--- src/core/fslk_pkg.sv ---
// Constants and types shared by the flash sector lock register block
package fslk_pkg;
  // Register word indices; byte address is four times the index
  localparam logic [11:0] FSLK_IDX_CTRL = 12'hff8;
  localparam logic [11:0] FSLK_IDX_SHARED = 12'hff9;
  localparam logic [11:0] FSLK_IDX_KHZ_HI = 12'hffa;
  localparam logic [11:0] FSLK_IDX_KHZ_LO = 12'hffb;
  localparam logic [11:0] FSLK_IDX_STAT = 12'hffc;
  localparam logic [11:0] FSLK_IDX_CFG = 12'hffd;
  localparam logic [11:0] FSLK_IDX_NONE = 12'h000;
  // Index field position inside the byte address
  localparam int FSLK_IDX_LSB = 2;
  localparam int FSLK_IDX_MSB = 13;
  // Control codes
  localparam logic [7:0] FSLK_CODE_LOCK_SEL = 8'h5e;
  localparam logic [7:0] FSLK_CODE_PAGE_ERASE = 8'h95;
  // Values after reset
  localparam logic [7:0] FSLK_LOCK_RESET = 8'h00;
  localparam logic [7:0] FSLK_PAGE_RESET = 8'h00;
  localparam logic [7:0] FSLK_KHZ_HI_RESET = 8'h00;
  localparam logic [7:0] FSLK_KHZ_LO_RESET = 8'h00;
  // Memory configurations
  typedef enum logic [1:0] {
    FSLK_MEM_8K = 2'h0,
    FSLK_MEM_4K = 2'h1,
    FSLK_MEM_2K = 2'h2,
    FSLK_MEM_1K = 2'h3
  } fslk_mem_t;
  localparam logic [1:0] FSLK_CFG_RESET = 2'h0;
  // Sector sizes in bytes and lock bits in use per configuration
  localparam logic [10:0] FSLK_SECTOR_BIG = 11'h400;
  localparam logic [10:0] FSLK_SECTOR_SMALL = 11'h200;
  localparam logic [7:0] FSLK_USED_FULL = 8'hff;
  localparam logic [7:0] FSLK_USED_2K = 8'h0f;
  localparam logic [7:0] FSLK_USED_1K = 8'h03;
endpackage

--- src/core/fslk_lock_if.sv ---
// Link between the register front end and the sector lock store
`timescale 1ns/100ps
interface fslk_lock_if;
  logic set_en;
  logic [7:0] set_bits;
  logic [7:0] lock;
  modport ctrl (output set_en, output set_bits, input lock);
  modport store (input set_en, input set_bits, output lock);
endinterface

--- src/core/fslk_lock_reg.sv ---
// Set-only sector lock store
`timescale 1ns/100ps
module fslk_lock_reg
  import fslk_pkg::*;
(
  input wire logic clk,
  input wire logic rst,
  input wire logic ce,
  fslk_lock_if.store lk
);
  typedef struct packed {
    logic [7:0] lock;
  } fslk_lock_state_t;

  fslk_lock_state_t s_q;
  fslk_lock_state_t s_d;

  always_comb begin
    s_d = s_q;
    if (lk.set_en) begin
      s_d.lock = s_q.lock | lk.set_bits;
    end
  end

  always_ff @(posedge clk) begin
    if (rst) begin
      s_q.lock <= FSLK_LOCK_RESET;
    end else if (ce) begin
      s_q <= s_d;
    end
  end

  assign lk.lock = s_q.lock;

  a_lock_sticky: assert property (
    @(posedge clk) disable iff (rst)
    (lk.lock != 8'h00) |=> ((lk.lock & $past(lk.lock)) == $past(lk.lock)))
    else $error("lock bit cleared without reset");

  a_lock_reset: assert property (
    @(posedge clk) rst |=> (lk.lock == 8'h00))
    else $error("lock bits not zero after reset");

  a_lock_setbits: assert property (
    @(posedge clk) disable iff (rst)
    (lk.set_en && ce) |=> (lk.lock == ($past(lk.lock) | $past(lk.set_bits))))
    else $error("lock bits did not take written ones");
endmodule

--- src/core/fslk_top.sv ---
// Flash sector lock, page select and clock frequency registers on AHB-Lite
`timescale 1ns/100ps
module fslk_top
  import fslk_pkg::*;
(
  input wire logic CLK_SYS,
  input wire logic RST,
  input wire logic CE,
  input wire logic HSEL,
  input wire logic [31:0] HADDR,
  input wire logic [1:0] HTRANS,
  input wire logic HWRITE,
  input wire logic [2:0] HSIZE,
  input wire logic [31:0] HWDATA,
  input wire logic HREADY,
  output logic [31:0] HRDATA,
  output logic HREADYOUT,
  output logic HRESP,
  output logic [7:0] SECTOR_LOCK,
  output logic [7:0] PAGE_SELECT,
  output logic [15:0] FLASH_CLK_KHZ,
  output logic [10:0] SECTOR_BYTES,
  output logic ERASE_REQ,
  output logic [7:0] ERASE_PAGE
);
  typedef struct packed {
    logic steer;
    logic [7:0] page;
    logic [7:0] khz_hi;
    logic [7:0] khz_lo;
    logic [1:0] cfg;
    logic refused;
    logic erase;
    logic [7:0] erase_page;
    logic dp;
    logic dp_wr;
    logic [11:0] dp_idx;
  } fslk_state_t;

  fslk_state_t s_q;
  fslk_state_t s_d;
  fslk_lock_if lk ();

  logic [7:0] used_mask;
  logic [7:0] lock_eff;
  logic [2:0] sector;
  logic [7:0] wbyte;
  logic mapped;
  logic wr_now;

  fslk_lock_reg u_lock (
    .clk (CLK_SYS),
    .rst (RST),
    .ce (CE),
    .lk (lk)
  );

  always_comb begin
    case (fslk_mem_t'(s_q.cfg))
      FSLK_MEM_2K: used_mask = FSLK_USED_2K;
      FSLK_MEM_1K: used_mask = FSLK_USED_1K;
      default: used_mask = FSLK_USED_FULL;
    endcase
  end
  assign lock_eff = lk.lock & used_mask;

  assign SECTOR_BYTES = (fslk_mem_t'(s_q.cfg) == FSLK_MEM_8K) ?
                        FSLK_SECTOR_BIG : FSLK_SECTOR_SMALL;
  // Pages are 512 bytes, so big sectors span two pages
  assign sector = (fslk_mem_t'(s_q.cfg) == FSLK_MEM_8K) ?
                  s_q.page[3:1] : s_q.page[2:0];

  assign wbyte = HWDATA[7:0];
  assign wr_now = s_q.dp && s_q.dp_wr;
  assign mapped = (HADDR[31:FSLK_IDX_MSB+1] == 18'h00000);

  always_comb begin
    s_d = s_q;
    s_d.erase = 1'b0;
    lk.set_en = 1'b0;
    lk.set_bits = wbyte;
    if (wr_now) begin
      case (s_q.dp_idx)
        FSLK_IDX_CTRL: begin
          s_d.steer = (wbyte == FSLK_CODE_LOCK_SEL);
          if (wbyte == FSLK_CODE_PAGE_ERASE) begin
            if (lock_eff[sector]) begin
              s_d.refused = 1'b1;
            end else begin
              s_d.erase = 1'b1;
              s_d.erase_page = s_q.page;
            end
          end
        end
        FSLK_IDX_SHARED: begin
          if (s_q.steer) begin
            lk.set_en = 1'b1;
          end else begin
            s_d.page = wbyte;
          end
          s_d.steer = 1'b0;
        end
        FSLK_IDX_KHZ_HI: s_d.khz_hi = wbyte;
        FSLK_IDX_KHZ_LO: s_d.khz_lo = wbyte;
        // Only one write per cycle, so no set can race this clear
        FSLK_IDX_STAT: begin
          if (wbyte[0]) begin
            s_d.refused = 1'b0;
          end
        end
        FSLK_IDX_CFG: s_d.cfg = wbyte[1:0];
        default: begin
        end
      endcase
    end
    // Address phase capture
    if (HSEL && HTRANS[1] && HREADY) begin
      s_d.dp = 1'b1;
      s_d.dp_wr = HWRITE;
      s_d.dp_idx = mapped ? HADDR[FSLK_IDX_MSB:FSLK_IDX_LSB] : FSLK_IDX_NONE;
    end else begin
      s_d.dp = 1'b0;
    end
  end

  always_ff @(posedge CLK_SYS) begin
    if (RST) begin
      s_q.steer <= 1'b0;
      s_q.page <= FSLK_PAGE_RESET;
      s_q.khz_hi <= FSLK_KHZ_HI_RESET;
      s_q.khz_lo <= FSLK_KHZ_LO_RESET;
      s_q.cfg <= FSLK_CFG_RESET;
      s_q.refused <= 1'b0;
      s_q.erase <= 1'b0;
      s_q.erase_page <= FSLK_PAGE_RESET;
      s_q.dp <= 1'b0;
      s_q.dp_wr <= 1'b0;
      s_q.dp_idx <= FSLK_IDX_NONE;
    end else if (CE) begin
      s_q <= s_d;
    end
  end

  // Read mux selects flops only; unmapped reads give zero
  always_comb begin
    HRDATA = 32'h00000000;
    if (s_q.dp && !s_q.dp_wr) begin
      case (s_q.dp_idx)
        FSLK_IDX_CTRL: HRDATA = {31'h00000000, s_q.steer};
        FSLK_IDX_SHARED: HRDATA = {24'h000000,
                                   s_q.steer ? lk.lock : s_q.page};
        FSLK_IDX_KHZ_HI: HRDATA = {24'h000000, s_q.khz_hi};
        FSLK_IDX_KHZ_LO: HRDATA = {24'h000000, s_q.khz_lo};
        FSLK_IDX_STAT: HRDATA = {31'h00000000, s_q.refused};
        FSLK_IDX_CFG: HRDATA = {30'h00000000, s_q.cfg};
        default: HRDATA = 32'h00000000;
      endcase
    end
  end

  // Stalling while frozen keeps writes from being lost
  assign HREADYOUT = CE;
  assign HRESP = 1'b0;
  assign SECTOR_LOCK = lk.lock;
  assign PAGE_SELECT = s_q.page;
  assign FLASH_CLK_KHZ = {s_q.khz_hi, s_q.khz_lo};
  assign ERASE_REQ = s_q.erase;
  assign ERASE_PAGE = s_q.erase_page;

  a_steer_arm: assert property (
    @(posedge CLK_SYS) disable iff (RST)
    (CE && wr_now && s_q.dp_idx == FSLK_IDX_CTRL &&
     wbyte == FSLK_CODE_LOCK_SEL) |=> s_q.steer)
    else $error("lock select code did not arm steering");

  a_lock_route: assert property (
    @(posedge CLK_SYS) disable iff (RST)
    (CE && wr_now && s_q.dp_idx == FSLK_IDX_SHARED && s_q.steer)
    |=> ((lk.lock & $past(wbyte)) == $past(wbyte)) &&
        (s_q.page == $past(s_q.page)))
    else $error("steered write did not reach lock bits");

  a_page_route: assert property (
    @(posedge CLK_SYS) disable iff (RST)
    (CE && wr_now && s_q.dp_idx == FSLK_IDX_SHARED && !s_q.steer)
    |=> (PAGE_SELECT == $past(wbyte)) && (lk.lock == $past(lk.lock)))
    else $error("plain write did not reach page select");

  a_steer_once: assert property (
    @(posedge CLK_SYS) disable iff (RST)
    (CE && wr_now && s_q.dp_idx == FSLK_IDX_SHARED) |=> !s_q.steer)
    else $error("steering stayed armed after shared write");

  a_erase_gate: assert property (
    @(posedge CLK_SYS) disable iff (RST)
    (CE && wr_now && s_q.dp_idx == FSLK_IDX_CTRL &&
     wbyte == FSLK_CODE_PAGE_ERASE)
    |=> (ERASE_REQ == !$past(lock_eff[sector])))
    else $error("page erase not gated by sector lock");

  a_khz_high: assert property (
    @(posedge CLK_SYS) disable iff (RST)
    (CE && wr_now && s_q.dp_idx == FSLK_IDX_KHZ_HI)
    |=> (FLASH_CLK_KHZ[15:8] == $past(wbyte)) &&
        (FLASH_CLK_KHZ[7:0] == $past(s_q.khz_lo)))
    else $error("high clock byte not placed in upper half");

  a_unused_bits: assert property (
    @(posedge CLK_SYS) disable iff (RST)
    (fslk_mem_t'(s_q.cfg) == FSLK_MEM_1K) |->
    (lock_eff == {6'h00, lk.lock[1:0]}))
    else $error("unused lock bits still protect");

  a_unused_2k: assert property (
    @(posedge CLK_SYS) disable iff (RST)
    (fslk_mem_t'(s_q.cfg) == FSLK_MEM_2K) |->
    (lock_eff == {4'h0, lk.lock[3:0]}))
    else $error("unused upper lock bits still protect");

  a_sector_size: assert property (
    @(posedge CLK_SYS) disable iff (RST)
    (CE && wr_now && s_q.dp_idx == FSLK_IDX_CFG)
    |=> (SECTOR_BYTES == (($past(wbyte[1:0]) == 2'h0) ?
                          11'h400 : 11'h200)))
    else $error("sector size wrong for configuration");
endmodule

--- config.mk ---
export PLATFORM = sky130hd
export DESIGN_NAME = fslk_top
export DESIGN_NICKNAME = d
export VERILOG_FILES = /design/src/core/fslk_pkg.sv /design/src/core/fslk_lock_if.sv /design/src/core/fslk_lock_reg.sv /design/src/core/fslk_top.sv
export SDC_FILE = /design/constraint.sdc
export NUM_CORES = 1
export LEC_CHECK = 0
export ABC_AREA = 0
export BUFFER_PORTS_ARGS = -buffer_cell sky130_fd_sc_hd__buf_2
export CELL_PAD_IN_SITES_DETAIL_PLACEMENT = 1
export CELL_PAD_IN_SITES_GLOBAL_PLACEMENT = 1
export CORE_ASPECT_RATIO = 0.9
export CORE_MARGIN = 10
export CORE_UTILIZATION = 33
export DETAILED_ROUTE_END_ITERATION = 8
export GPL_ROUTABILITY_DRIVEN = 0
export PLACE_DENSITY_LB_ADDON = 0.1
export RECOVER_POWER = 50
export SLEW_MARGIN = 15
export SYNTH_ARGS = -nofsm -noshare
export SYNTH_HDL_FRONTEND = slang
export SYNTH_HIERARCHICAL = 1
export SYNTH_SLANG_ARGS = --single-unit
--- constraint.sdc ---
create_clock -name CLK_SYS -period 2.3 [get_ports CLK_SYS]
set_input_delay 0.115 -clock CLK_SYS [delete_from_list [all_inputs] [get_ports CLK_SYS]]
set_output_delay 0.115 -clock CLK_SYS [all_outputs]
set_load 0.005 [all_outputs]
# == Yosys cells after proc, flatten, opt, wreduce, memory -nomap -nowiden ==
# Cells that the tools add are included.
# Widths: inputs -> output; s select.
# word_totals
register_bits,59
elab_cells,69
# op_classes
n_eq_ne,13
order_cmp,1
n_reduce_logical,18
n_bitwise,4
n_mux,21
# ops
op,n
$eq 12x12->1 const B,6
$pmux 8 s6,1
$mux 9,3
$logic_not 18->1,1
$mux 8,2
$pmux 8 s2,1
$mux 12,1
$reduce_and 3->1,4
$mux 11,1
$mux 10,1
$and 8x8->8,1
$eq 8x7->1 const B,1
$eq 8x8->1 const B,1
$or 8x8->8,1
$mux 1,7
$ne 2x2->1 const B,3
$reduce_and 6->1,1
$reduce_and 5->1,1
$eq 2x2->1 const B,2
$logic_and 1x1->1,4
$lt 3x4->1 const B,1
$pmux 1 s2,2
$reduce_and 2->1,2
$reduce_and 4->1,1
other kinds (6),8

# == Logic depth before layout (Yosys ltp) ==
# logic_depth
depth_word,9
ltp_mapped,8
mapped_depth_nobuf,6

# == Modules after synthesis ==
# The synthesis kept the hierarchy.
# modules_own_cells
module,area_each_um2,n_inst,cells_per_inst,seq_area_each_um2
fslk_top,3072.9,1,358,1021.0
fslk_lock_reg,254.0,1,27,160.2

# == Worst setup path after synthesis ==
# OpenSTA, ideal clock, no wires.
# synth_path
path_kind,reg-to-reg
startpoint,reg s_q[7] (netlist bit)
endpoint,reg s_q (netlist bit PAGE_SELECT[0])
t_arrival_ps,1935
period_less_slack_ps,2063
path_stages_with_launch,9
slack_ps,237
cell_sequence,dfxtp_1 nand2_1 or4_1 buf_2 nor4b_4 and2_1 buf_6 mux2i_1 nor2_1
# synth_between
elab_chain_len,2
# synth_rtl
item,line,rtl
from (decl),fslk_top.sv:40,fslk_state_t s_q;
$eq 12x12->1,fslk_top.sv:83,case (s_q.dp_idx)
$reduce_and 4->1 (no line),n/a,
# No other way between the ends.
# A chain may end at the register's enable or synchronous reset.

# == Worst setup path after layout ==
# layout_path
startpoint,reg s_q[6] (netlist bit)
endpoint,out HRDATA[1]
# layout_between
elab_chain_len,3
word_cells_on_any_way,8
cone_classes,eq/ne (6); mux (2)
# layout_rtl
item,line,rtl
$eq 12x12->1,fslk_top.sv:148,case (s_q.dp_idx)
$pmux 8 s6 (*),fslk_top.sv:148,
$mux 8 (*),fslk_top.sv:147,if (s_q.dp && !s_q.dp_wr) begin
to (decl),fslk_top.sv:16,"output logic [31:0] HRDATA,"
# Mark *: on every way between the ends. The rest lies on a longest branch, timed or not.

==> run summary <==
Sequential elements use 35.5% of the synthesized area. The worst path arrival time is ~2300 ps. Summed over all nets, the switching power comes to ~0.0005 W. The final hold slack is 17.2 ps. The repair_antennas step left the layout with diodes totalling 0. The checks that failed: setup timing.

The combinational share of power is 4.8%. From bottom edge to top edge, the die measures 115 um. In this run the mean area of a mapped cell was 8.64 um^2. Before antenna repair, the detailed router went through 4 iterations. After clock tree synthesis, the clock-pin slew on the worst setup and hold paths is ~70 ps. The category of the critical setup timing path is register to primary output. The number of DRC violations after detailed-routing iteration 0 came out at ~160. The most common cell after layout, fill and taps aside is sky130_fd_sc_hd__nor2_1.

The internal power of the cells totals 0.00170 W. The part of the power in registers came out at between 40% and 50%. The worst-skew pair later-pin latency came out at 340 ps.

The placeable core area is 0.00974 mm^2. The number of warnings reported in the yosys synthesis log came out at 6. The aggregate global routing overflow came out at 0.

The startpoint identified for the worst hold timing path is HADDR[10]. Clock tree synthesis selected as its root buffer the cell sky130_fd_sc_hd__clkbuf_8. The worst setup slack after layout is -98.4 ps. The initial standard-cell utilization of the core came out at around a third. The setup TNS is -484 ps. Broken down by cell family, the worst path's largest delay share belongs to simple AND/OR/NAND/NOR gates. The synthesized-area fraction occupied by adder cells came out at 0%. The final wirelength came out at 11.5 mm. Across the run, the number of max-cap violations was 0. The synthesized netlist devotes 18.9% of its cell area to simple gates. The number of global-route vias before repair is 3188. The number of buffers and inverters on the critical path is 3. The reported leakage power came out at about 1.7 nW. For this design the ratio of total power to cell area is 560 mW/mm^2.

The clock arrives with ~9.5 ps of skew. For this design, the slowest cell found on the critical path is sky130_fd_sc_hd__or4_4. The minimum clock period after layout came out at about 2400 ps. The detailed placer's ending HPWL is 8.91 mm. The clock group share of total power is 48.5%. TritonCTS created 9 clock buffers.

The total I/O pin count came out at 161. The top cell types in the final layout, fill and taps aside, are 62 x sky130_fd_sc_hd__nor2_1, 58 x sky130_fd_sc_hd__buf_2, 53 x sky130_fd_sc_hd__dfxtp_1. The largest driver fanout on the critical path is 7. The number of cell rows came out at 34. The xor/xnor share of the synthesized area is 0%. Data on the critical path is required at its endpoint by 2180 ps. The number of H-tree levels is 3. Setup repair after global routing could not meet its margin everywhere. The maximum operating frequency came out at approximately 420 MHz. The die area came out at 0.0145 mm^2.

Sorting the synthesized cells by area gives the leading types as sky130_fd_sc_hd__dfxtp_1 36%, sky130_fd_sc_hd__buf_4 15%, sky130_fd_sc_hd__mux2i_1 9.9%, sky130_fd_sc_hd__nor2_1 7.0%, sky130_fd_sc_hd__a22oi_1 2.7%. The DRC violation count after routing is 0. Summing over every cut layer, the via total after detailed routing is 2959. The largest family of logic cells by synthesized area is simple AND/OR/NAND/NOR gates. The fraction of final layout cells with drive strength greater than 1 is 26.7%. In this run, synthesis inferred 0 flip-flops with an integrated enable.

The slew at the pin with the worst max-slew slack came out at 705 ps. The average via count per standard cell is between 4 and 5. VDD sags by at most 0.234 mV.

The post-layout net count came out at 539. The number of pins exceeding their max-slew limit in the final report is 0. The global-route wire length before repair came out at 17.9 mm. For this run, the leading register cell type out of synthesis is sky130_fd_sc_hd__dfxtp_1. In the final routed layout, each cell accounts on average for around 19 um. TritonCTS built the clock tree.

In this run the worst setup path begins at s_q[6]. The normalized max-slew margin is 53.0%. The maximum count of clock buffers along a single path is 2. After synthesis the cells add up to 0.00333 mm^2.

After layout, the worst path uses 104% of the clock period. The multiplexer share of the synthesized area came out at between 10% and 20%. Synthesis produced a netlist whose cell count is roughly 390.

The number of buffer cells added on primary ports is 96. Clock tree synthesis found a total of 59 sinks. The number of distinct library cells after synthesis is 48. The switching part of the total came out at 22.3%.

The signal on the critical path passes through nand2_2, or4_4, buf_6, nor4b_4, buf_4, a222oi_1, nor2_1, buf_2. The initial antenna violation count came out at 0. The share of async-settable or async-resettable flops after synthesis came out at 0%. The path class of the tightest hold or removal check is primary input to register. The filler cells instantiated in the layout total around 1200. The element type at the critical path start is a register. The complex-gate fraction of the synthesized area came out at between 10% and 20%. The top cell type by area accounts for 35.5% of the synthesized area. The cell accounting for the most synthesized area is sky130_fd_sc_hd__dfxtp_1. The area growth from synthesis to layout is 17.4%. The count of nets left with antenna violations once routing finished came out at 0. The flow ran to the end, but the final reports show violations.

The flip-flop and latch count after synthesis is roughly 60. The highest cell delay on the worst timing path is 560 ps. The total count of hold-check failures in the final report is 0. The worst setup path is captured at a primary output.

In this run the critical register-to-register path is launched from s_q[6]. The die width is 126 um. The maximum number of pins on one net before global-route repair came out at 26.

The global-route usage over all layers is 15.3%. The setup violation total in the final timing report is 8.
==> synthesized netlist by cell type, types with 8 or more instances <==
cell,count
sky130_fd_sc_hd__dfxtp_1,59
sky130_fd_sc_hd__clkbuf_1,17
sky130_fd_sc_hd__mux2i_1,33
sky130_fd_sc_hd__a21oi_1,12
sky130_fd_sc_hd__o21ai_0,12
sky130_fd_sc_hd__buf_4,67
sky130_fd_sc_hd__nor2_1,62
sky130_fd_sc_hd__a31oi_1,10
sky130_fd_sc_hd__nand2_1,10
sky130_fd_sc_hd__nor4_1,8
sky130_fd_sc_hd__nand4_1,10
sky130_fd_sc_hd__a22oi_1,12
==> worst paths after layout <==
| path | to | slack [ps] | cells past startpoint |
|---|---|---|---|
| worst max-delay path | HRDATA[1] | -100 | 8 |
| worst min-delay path | s_q[8] | 20 | 3 |
| worst max register to register | PAGE_SELECT[0] | 50 | 10 |
| worst min register to register | ERASE_PAGE[7] | 480 | 2 |
==> per-layer routing <==
layer	vias to the layer above	GRT usage [%]	wire (um)
li1	1438	-	-
met1	1426	19.7	5400
met2	88	24.3	5260
met3	7	4.97	736
met4	0	3.49	71
met5	-	0	0
==> worst min-delay path, delay by kind of cell <==
kind	cells	cell delay [ps]
compound gates	1	60
simple gates	1	70
buf+inv	1	80
==> cell families (layout without fill, tap and decap cells) <==
kind of cell    count (synthesis)  in the layout
simple gates                  121            121
buf+inv                        95            146
compound gates                 70             70
flops                          59             59
mux                            39             39
other cells                     1             34
==> final cells by class <==
class	instances	area [um^2]	share of cell area, %
inverter	3	11.3	0.288
clock buffer	12	145	3.72
multi-input combinational	264	1670	42.8
tap	126	158	4.04
clock inverter	4	73.8	1.89
sequential	59	1190	30.4
timing repair buffer	127	659	16.9
==> metrics by stage <==
step                std cells  total power, W  setup WS, ps  utilization, %  area, um^2
floorplan                 418         0.00113           237               -        3450
global placement          575         0.00115          96.7            37.8        3680
detailed placement        575         0.00115          45.4            37.8        3680
CTS                       594         0.00222          -168            40.5        3950
global route              595         0.00227          -188            40.1        3910
finish                    595         0.00219         -98.4            40.1        3910
==> power groups by stage <==
stage | sequential (W) | combinational (W) | clock (W)
after global placement | 0.00105 | 0.000102 | 0
after detailed placement | 0.00105 | 0.000103 | 0
after CTS | 0.00102 | 0.000103 | 0.00109
after floorplan | 0.00105 | 0.0000801 | 0
final | 0.00102 | 0.000104 | 0.00106
after global routing | 0.00102 | 0.000118 | 0.00113
==> state kept, by name (all words and copies together), names as in the netlist <==
signal          count
ERASE_PAGE          8
PAGE_SELECT         8
ERASE_REQ           1
FLASH_CLK_KHZ      16
s_q                18
u_lock/lk.lock      8
==> repair_timing <==
action                                  in CTS  in global routing
pin swaps                                   10                  9
endpoints found under the setup margin       8                 17
resized for setup                           10                  6
buffers inserted                             3                  1
hold buffers                                 0                  0
Note: power is estimated with default switching activity, not from simulation.
